--- src/logic/exec_defines.vh ---
// constants for the execution core: encodings, field positions, reset values
`ifndef EXEC_DEFINES_VH
`define EXEC_DEFINES_VH

// instruction word fields
`define INSTR_W 16
`define F_CLASS 15:12
`define F_SX 11:8
`define F_SY 7:4
`define F_KK 7:0
`define F_REG_OP 2:0
`define F_INT_SEL 1:0
`define F_INT_RET 1
`define F_INT_EN 0

// instruction classes; 0..7 are constant forms carrying the alu op itself
`define CLASS_REG_FORM 4'h8
`define CLASS_INT_GROUP 4'h9

// alu operations
`define ALU_LOAD 3'h0
`define ALU_AND 3'h1
`define ALU_OR 3'h2
`define ALU_XOR 3'h3
`define ALU_ADD 3'h4
`define ALU_ADD_WITH_CARRY 3'h5
`define ALU_SUB 3'h6
`define ALU_SUBTRACT_WITH_BORROW 3'h7

// interrupt group selector
`define INT_DISABLE 2'h0
`define INT_ENABLE 2'h1
`define INT_RET_DISABLE 2'h2
`define INT_RET_ENABLE 2'h3

// addresses and reset values
`define INT_VECTOR 8'hFF
`define RESET_PC 8'h00
`define PC_STEP 8'h01
`define PHASE_FETCH 1'b0
`define PHASE_EXEC 1'b1
`define RESET_FLAG 1'b0
`define STACK_DEPTH 15
`define STACK_PTR_W 4

`endif

--- src/logic/exec_core.v ---
// two-cycle execution core: alu group, flags and interrupt group
`timescale 1ns/1ps
`default_nettype none
`include "exec_defines.vh"

// Behaviour
// - interrupt return reloads popped address unincremented
// - interrupt return restores saved zero, carry
// - interrupt return operand sets or clears enable
// - enable/disable instructions only write enable flag
// - accepted interrupt jumps to address FF
// - load writes register, flags unchanged
// - every instruction takes exactly two cycles
// - and with register or constant, flags updated
// - or with register or constant, flags updated
// - xor with register or constant, flags updated
// - add ignores incoming carry, flags updated
// - add with carry includes carry flag
// - subtract ignores incoming carry, flags updated
// - carry set on subtraction underflow
// - subtract with borrow includes carry flag
// - four-bit register fields, eight-bit constants
// - fifteen-entry cyclic stack, interrupt pushes pc
module exec_core #(
    parameter DATA_W = 8,
    parameter ADDR_W = 8,
    parameter REG_SEL_W = 4,
    parameter STACK_DEPTH = `STACK_DEPTH
) (
    input wire clk,
    input wire rst,
    input wire [`INSTR_W-1:0] instruction,
    input wire interrupt,
    input wire [REG_SEL_W-1:0] reg_peek_sel,
    output wire [ADDR_W-1:0] address,
    output wire zero_flag,
    output wire carry_flag,
    output wire int_enable,
    output wire int_ack,
    output reg [DATA_W-1:0] reg_peek_data
);

    localparam NUM_REGS = 1 << REG_SEL_W;
    localparam [ADDR_W-1:0] VECTOR = `INT_VECTOR;
    localparam [ADDR_W-1:0] START = `RESET_PC;
    localparam [ADDR_W-1:0] STEP = `PC_STEP;

    // ------------------------------------------------------------
    // decode helpers
    // ------------------------------------------------------------
    function is_alu_class;
        input [3:0] cls;
        begin
            is_alu_class = (cls[3] == 1'b0) || (cls == `CLASS_REG_FORM);
        end
    endfunction

    function flag_writer;
        input [2:0] op;
        begin
            flag_writer = (op != `ALU_LOAD);
        end
    endfunction

    function sel_hits;
        input [REG_SEL_W-1:0] sel;
        input integer idx;
        begin
            sel_hits = (sel == idx[REG_SEL_W-1:0]);
        end
    endfunction

    // ------------------------------------------------------------
    // state
    // ------------------------------------------------------------
    reg phase_q;
    reg [ADDR_W-1:0] pc_q;
    reg [ADDR_W-1:0] pc_d;
    reg zero_q;
    reg carry_q;
    reg ie_q;
    reg zero_d;
    reg carry_d;
    reg ie_d;
    reg saved_zero_q;
    reg saved_carry_q;
    reg int_ack_q;
    wire [DATA_W-1:0] regs [0:NUM_REGS-1];

    wire [3:0] cls;
    wire [REG_SEL_W-1:0] sx_sel;
    wire [REG_SEL_W-1:0] sy_sel;
    wire [DATA_W-1:0] immediate_constant;
    wire [DATA_W-1:0] first_operand_register;
    wire [DATA_W-1:0] second_operand_register;
    wire reg_form;
    wire alu_instr;
    wire int_instr;
    wire return_from_interrupt;
    wire [1:0] int_sel;
    wire [2:0] alu_op;
    wire [DATA_W-1:0] operand_b;
    wire [DATA_W-1:0] alu_result;
    wire alu_carry;
    wire alu_zero;
    wire exec;
    wire take_int;
    wire rf_we;
    wire push;
    wire pop;
    wire [ADDR_W-1:0] stack_top;

    // ------------------------------------------------------------
    // field extraction and operand selection
    // ------------------------------------------------------------
    assign cls = instruction[`F_CLASS];
    assign sx_sel = instruction[`F_SX];
    assign sy_sel = instruction[`F_SY];
    assign immediate_constant = instruction[`F_KK];
    assign reg_form = (cls == `CLASS_REG_FORM);
    assign alu_instr = is_alu_class(cls);
    assign int_instr = (cls == `CLASS_INT_GROUP);
    assign int_sel = instruction[`F_INT_SEL];
    assign return_from_interrupt = int_instr && instruction[`F_INT_RET];
    assign alu_op = reg_form ? instruction[`F_REG_OP] : cls[2:0];
    assign first_operand_register = regs[sx_sel];
    assign second_operand_register = regs[sy_sel];
    assign operand_b = reg_form ? second_operand_register
                                : immediate_constant;

    // execute half of every two-cycle instruction
    assign exec = (phase_q == `PHASE_EXEC);
    // interrupt replaces the instruction fetched in this slot
    assign take_int = exec && ie_q && interrupt;
    assign rf_we = exec && !take_int && alu_instr;
    assign push = take_int;
    assign pop = exec && !take_int && return_from_interrupt;

    alu_unit #(
        .WIDTH(DATA_W)
    ) u_alu (
        .op(alu_op),
        .a(first_operand_register),
        .b(operand_b),
        .carry_in(carry_q),
        .result(alu_result),
        .carry_out(alu_carry),
        .zero_out(alu_zero)
    );

    pc_stack #(
        .DEPTH(STACK_DEPTH),
        .PTR_W(`STACK_PTR_W),
        .ADDR_W(ADDR_W)
    ) u_stack (
        .clk(clk),
        .rst(rst),
        .push(push),
        .pop(pop),
        .push_addr(pc_q),
        .top_addr(stack_top)
    );

    // ------------------------------------------------------------
    // program counter sequencing
    // ------------------------------------------------------------
    always @*
    begin
        pc_d = pc_q;
        if (exec)
        begin
            if (take_int)
            begin
                pc_d = VECTOR;
            end
            else if (pop)
            begin
                pc_d = stack_top;
            end
            else
            begin
                pc_d = pc_q + STEP;
            end
        end
    end

    // ------------------------------------------------------------
    // next flag and interrupt enable values
    // ------------------------------------------------------------
    always @*
    begin
        zero_d = zero_q;
        carry_d = carry_q;
        ie_d = ie_q;
        if (take_int)
        begin
            ie_d = 1'b0;
        end
        else if (exec && alu_instr && flag_writer(alu_op))
        begin
            zero_d = alu_zero;
            carry_d = alu_carry;
        end
        else if (exec && int_instr)
        begin
            case (int_sel)
                `INT_DISABLE:
                begin
                    ie_d = 1'b0;
                end
                `INT_ENABLE:
                begin
                    ie_d = 1'b1;
                end
                `INT_RET_DISABLE:
                begin
                    ie_d = 1'b0;
                    zero_d = saved_zero_q;
                    carry_d = saved_carry_q;
                end
                `INT_RET_ENABLE:
                begin
                    ie_d = 1'b1;
                    zero_d = saved_zero_q;
                    carry_d = saved_carry_q;
                end
                default:
                begin
                    ie_d = ie_q;
                end
            endcase
        end
    end

    // ------------------------------------------------------------
    // sequencer, flags and interrupt enable
    // ------------------------------------------------------------
    always @(posedge clk)
    begin
        if (rst)
        begin
            phase_q <= `PHASE_FETCH;
            pc_q <= START;
            zero_q <= `RESET_FLAG;
            carry_q <= `RESET_FLAG;
            ie_q <= `RESET_FLAG;
            saved_zero_q <= `RESET_FLAG;
            saved_carry_q <= `RESET_FLAG;
            int_ack_q <= 1'b0;
        end
        else
        begin
            phase_q <= ~phase_q;
            pc_q <= pc_d;
            int_ack_q <= take_int;
            zero_q <= zero_d;
            carry_q <= carry_d;
            ie_q <= ie_d;
            // single saved copy: nested entry overwrites it
            if (take_int)
            begin
                saved_zero_q <= zero_q;
                saved_carry_q <= carry_q;
            end
        end
    end

    // ------------------------------------------------------------
    // register file and observation port
    // ------------------------------------------------------------
    // one word per register, each with its own write strobe
    genvar g;
    generate
        for (g = 0; g < NUM_REGS; g = g + 1)
        begin : gen_reg
            reg [DATA_W-1:0] word_q;
            always @(posedge clk)
            begin
                if (rf_we && sel_hits(sx_sel, g))
                begin
                    word_q <= alu_result;
                end
            end
            assign regs[g] = word_q;
        end
    endgenerate

    always @(posedge clk)
    begin
        if (rst)
        begin
            reg_peek_data <= {DATA_W{1'b0}};
        end
        else
        begin
            reg_peek_data <= regs[reg_peek_sel];
        end
    end

    assign address = pc_q;
    assign zero_flag = zero_q;
    assign carry_flag = carry_q;
    assign int_enable = ie_q;
    assign int_ack = int_ack_q;

endmodule
`default_nettype wire

--- src/logic/alu_unit.v ---
// logic and arithmetic unit with zero and carry generation
`timescale 1ns/1ps
`default_nettype none
`include "exec_defines.vh"

module alu_unit #(
    parameter WIDTH = 8
) (
    input wire [2:0] op,
    input wire [WIDTH-1:0] a,
    input wire [WIDTH-1:0] b,
    input wire carry_in,
    output reg [WIDTH-1:0] result,
    output reg carry_out,
    output wire zero_out
);

    reg [WIDTH:0] wide;

    always @*
    begin
        wide = {(WIDTH+1){1'b0}};
        result = b;
        carry_out = 1'b0;
        case (op)
            `ALU_LOAD:
            begin
                result = b;
            end
            `ALU_AND:
            begin
                result = a & b;
            end
            `ALU_OR:
            begin
                result = a | b;
            end
            `ALU_XOR:
            begin
                result = a ^ b;
            end
            `ALU_ADD:
            begin
                wide = {1'b0, a} + {1'b0, b};
                result = wide[WIDTH-1:0];
                carry_out = wide[WIDTH];
            end
            `ALU_ADD_WITH_CARRY:
            begin
                wide = {1'b0, a} + {1'b0, b} + {{WIDTH{1'b0}}, carry_in};
                result = wide[WIDTH-1:0];
                carry_out = wide[WIDTH];
            end
            `ALU_SUB:
            begin
                wide = {1'b0, a} - {1'b0, b};
                result = wide[WIDTH-1:0];
                carry_out = wide[WIDTH];
            end
            `ALU_SUBTRACT_WITH_BORROW:
            begin
                wide = {1'b0, a} - {1'b0, b} - {{WIDTH{1'b0}}, carry_in};
                result = wide[WIDTH-1:0];
                carry_out = wide[WIDTH];
            end
            default:
            begin
                result = b;
            end
        endcase
    end

    // logic ops leave carry_out at zero
    assign zero_out = (result == {WIDTH{1'b0}});

endmodule
`default_nettype wire

--- src/logic/pc_stack.v ---
// cyclic program counter stack, oldest entry overwritten when full
`timescale 1ns/1ps
`default_nettype none
`include "exec_defines.vh"

module pc_stack #(
    parameter DEPTH = `STACK_DEPTH,
    parameter PTR_W = `STACK_PTR_W,
    parameter ADDR_W = 8
) (
    input wire clk,
    input wire rst,
    input wire push,
    input wire pop,
    input wire [ADDR_W-1:0] push_addr,
    output wire [ADDR_W-1:0] top_addr
);

    localparam [PTR_W-1:0] LAST = DEPTH - 1;
    localparam [PTR_W-1:0] ONE = 1;

    reg [ADDR_W-1:0] mem [0:DEPTH-1];
    reg [PTR_W-1:0] ptr_q;
    wire [PTR_W-1:0] ptr_up;
    wire [PTR_W-1:0] ptr_down;

    // wrap both ways so the buffer never needs a software reset
    assign ptr_up = (ptr_q == LAST) ? {PTR_W{1'b0}} : ptr_q + ONE;
    assign ptr_down = (ptr_q == {PTR_W{1'b0}}) ? LAST : ptr_q - ONE;
    assign top_addr = mem[ptr_q];

    always @(posedge clk)
    begin
        if (rst)
        begin
            ptr_q <= {PTR_W{1'b0}};
        end
        else if (push)
        begin
            ptr_q <= ptr_up;
        end
        else if (pop)
        begin
            ptr_q <= ptr_down;
        end
    end

    always @(posedge clk)
    begin
        if (push)
        begin
            mem[ptr_up] <= push_addr;
        end
    end

endmodule
`default_nettype wire

--- config.mk ---
export PLATFORM = sky130hd
export DESIGN_NAME = exec_core
export DESIGN_NICKNAME = d
export VERILOG_FILES = /design/src/logic/exec_core.v /design/src/logic/alu_unit.v /design/src/logic/pc_stack.v
export VERILOG_INCLUDE_DIRS = /design/src /design/src/logic
export SDC_FILE = /design/constraint.sdc
export NUM_CORES = 1
export LEC_CHECK = 0
export ABC_AREA = 1
export BUFFER_PORTS_ARGS = -buffer_cell sky130_fd_sc_hd__buf_2
export CORE_MARGIN = 4
export CORE_UTILIZATION = 51
export CTS_CLUSTER_DIAMETER = 120
export CTS_CLUSTER_SIZE = 10
export DETAILED_ROUTE_END_ITERATION = 10
export PLACE_DENSITY = 0.72
export SYNTH_ARGS = -nofsm -noshare
export SYNTH_HDL_FRONTEND = slang
export SYNTH_SLANG_ARGS = --single-unit
--- constraint.sdc ---
create_clock -name clk -period 3.6 [get_ports clk]
set_clock_uncertainty 0.15 [all_clocks]
set_input_delay 0.18 -clock clk [delete_from_list [all_inputs] [get_ports clk]]
set_output_delay 0.18 -clock clk [all_outputs]
set_load 0.1 [all_outputs]
==> flow_summary.yaml <==
run_status:
  status: "complete, no violations"
sta:
  worst_slack_ns: 0.0680
  tightest_slew_ns: 0.910
  tns_ns: 0
  slew-limit-headroom_pct: 39.1
  hold_violations: 0
  finalCriticalPeriod_ns: 3.53
  rsz0062_at_grt: "true"
  slew_viol_final: 0
  final-setup-viol-count: 0
  period_share_pct: 98.1
  maxClockFrequency_mhz: 283
detailed_routing:
  vias: 14235
  wl_per_cell_um: 20.8
  dr.pass1.iters: 6
  dr.first_iter.drc_count: 1958
  drcViolationCount: 0
  detail-route-antenna-nets: 0
  via_per_inst: 6.05
  finalWirelength_um: 49100
yosys:
  synth_top_cell_by_area: "edfxtp_1"
  synth_top_family_by_area: "simple AND/OR/NAND/NOR gates"
  synth_fa_ha_area_share_pct: 3.13
  netlist.area_leader.share_pct: 48.8
  synth_seq_cells: 279
  yosysWarnings: 0
  synth-compound-area-share_pct: 16.4
  syn_inst: 1742
  ys_types: 42
  synth_edf_count: 248
  muxShareOfSynthArea_pct: 0
  synthArstFlopShare_pct: 0
  syn_area_um2: 15300
  synth_xor_area_share_pct: 0.287
  ys_top_cells_by_area: "edfxtp_1 (49%), nand2_1 (7.4%), o21ai_0 (5.9%), nand3_1 (5.3%), a21oi_1 (4.3%)"
  yosysMostFrequentCell: "nand2_1"
  synthesis.nets: 1802
  synth-simple-area-share_pct: 20.4
  seq_area_frac_synth_pct: 52.9
  synthTopCellsByCount: "nand2_1 (301), edfxtp_1 (248), o21ai_0 (181), nor2_1 (173), nand3_1 (162)"
  synth_area_per_cell_um2: 8.75
  synth_ff_type: "edfxtp_1"
critical_path:
  critPathLaunchType: "flop"
  critPathCaptureType: "flop"
  path_max_fanout: 3
  arrival_ns: 3.88
  crit_type: "reg -> reg"
  critPathRequiredTime_ns: 3.95
floorplanning:
  die_area_um2: 32700
  row_count: 63
  core_um2: 29600
  die_height_um: 181
  dieWidth_um: 181
  io_pins: 43
  initial_utilization_pct: 51.6
layout:
  areaGrowthSynthToFinish_pct: 22.1
  nets: 1999
  layout-drive-gt1-share_pct: 20.6
  antennaDiodeCount: 0
  layout.cells.non_filler: 2354
  final.fill_count: 2536
clock_tree:
  clock-root-buffer: "clkbuf_16"
  htree_num_levels: 1
  insertion_delay_ns: 0.57
  cts_num_sinks: 279
  cts-buffers-inserted: 31
  clock_path_buffers: 3
  clk_pin_slew_worst_paths_ns: 0.06
  cts_tree: "built"
placement:
  place_inst: 2280
  portBuffers: 42
  post-dp-hpwl_um: 34700
  place_ws_ns: -0.530
  gp_congestion: 0.967
power:
  p_leak_nw: 7.44
  ir_worst_vdd_uv: 440
  pwr_density_cell_nw_per_um2: 443
  power_mw: 8.24
job:
  maxCapViolCount: 0
global_route:
  grt_pass1_vias: 13308
  grt_overflow: 0
  grt_usage_pct: 28.7
  antenna_found_initial: 0
  grt_max_degree: 101
  grt_pass1_wl_um: 74800
min_path:
  hp-class: "in -> reg"
worst paths after layout:
kind | startpoint | to | slack, ns | cells after the start
min | instruction[1] | address[3] | 0.06 | 5
max reg2reg | gen_reg[10].word_q[0] | zero_flag | 0.07 | 25
max | gen_reg[10].word_q[0] | zero_flag | 0.07 | 25
min reg2reg | zero_flag | saved_zero_q | 0.33 | 2
layout make-up:
type | instances | area, um2 | share of cell area [%]
Multi-Input combinational cell | 1197 | 6500 | 34.9
Clock inverter | 1 | 20.0 | 0.108
Tap cell | 390 | 488 | 2.62
Inverter | 171 | 652 | 3.50
Clock buffer | 57 | 873 | 4.69
Timing Repair Buffer | 259 | 2010 | 10.8
Sequential cell | 279 | 8070 | 43.3
worst max-delay path, cell delays in order, from the launching register on:
cell	delay [ns]
edfxtp_1	0.47
nand2_1	0.10
nand3_1	0.08
nand3_1	0.09
nand2_1	0.05
nand2_1	0.06
nand3_2	0.14
nand2_2	0.13
inv_2	0.07
ha_4	0.16
inv_2	0.05
fa_2	0.43
inv_2	0.09
nand2_2	0.07
nor2_4	0.10
nand3_2	0.09
buf_6	0.13
nand3_1	0.07
nand2_1	0.06
nor2_2	0.16
nand3_2	0.10
nor2_2	0.13
nand3_2	0.08
nor2_2	0.12
nand3_2	0.12
a21oi_2	0.15
logic make-up after synthesis:
family                     after synthesis
AOI/OAI and AO/OA                      435
DFF                                    279
buffers and inverters                  266
xor gates and xnor gates                 5
adders and majority gates               37
and+or+nand+nor                        720
sequential cells by signal, indices dropped and copies added, names as in the netlist, named ones only:
name	count
carry_flag	1
zero_flag	1
exec	1
u_stack.ptr_q	4
gen.word_q	128
int_ack	1
saved_carry_q	1
u_stack.mem	120
address	8
saved_zero_q	1
reg_peek_data	8
int_enable	1
power by group:
| part | total, mW | internal (mW) | switching (mW) |
|---|---|---|---|
| sequential | 3.70 | 3.66 | 0.0430 |
| combinational | 1.70 | 0.622 | 1.08 |
| clock | 2.84 | 1.62 | 1.22 |
| total | 8.24 | 5.90 | 2.35 |
metal layers:
metal,part of all wire [%],track usage (%),vias up
met5,0,0,-
met4,4.7,11.2,0
met3,8.8,4.95,178
met2,46,46.1,794
met1,41,39.1,6734
li1,-,-,6529
cells in the final DEF, fill, tap and decap left out, types with 10 or more instances in the layout:
cell type | Yosys | final
clkbuf_16 | 0 | 32
inv_1 | 157 | 145
nand4_1 | 30 | 30
buf_2 | 17 | 42
o221ai_1 | 30 | 27
buf_4 | 6 | 196
nand3_2 | 2 | 15
a21oi_1 | 131 | 122
nand2_2 | 4 | 20
o21ai_0 | 181 | 178
nand2_1 | 301 | 282
o22ai_1 | 20 | 20
nor3_1 | 35 | 27
a22oi_1 | 12 | 11
buf_12 | 0 | 10
nor2_1 | 173 | 159
inv_2 | 10 | 19
nand3_1 | 162 | 149
edfxtp_1 | 248 | 248
nor2_2 | 4 | 15
ha_1 | 35 | 27
o211ai_1 | 43 | 43
clkbuf_1 | 67 | 26
dfxtp_1 | 31 | 30
timing repair:
action,CTS,global route
cloned,0,1
pin swaps,10,53
hold buffers,5,0
setup endpoints to repair,88,98
resized for setup,18,94
endpoints found under the hold margin,18,0
setup buffers,4,9
through the flow:
step	utilization, %	area, um2	hold WS (ns)
after floorplan	-	15300	0.242
after global placement	58.1	17200	0.310
after detailed placement	58.1	17200	0.314
after CTS	61.6	18200	0.0369
after global routing	63.0	18600	0.0513
final	63.0	18600	0.0580
(Power assumes the default switching activity.)
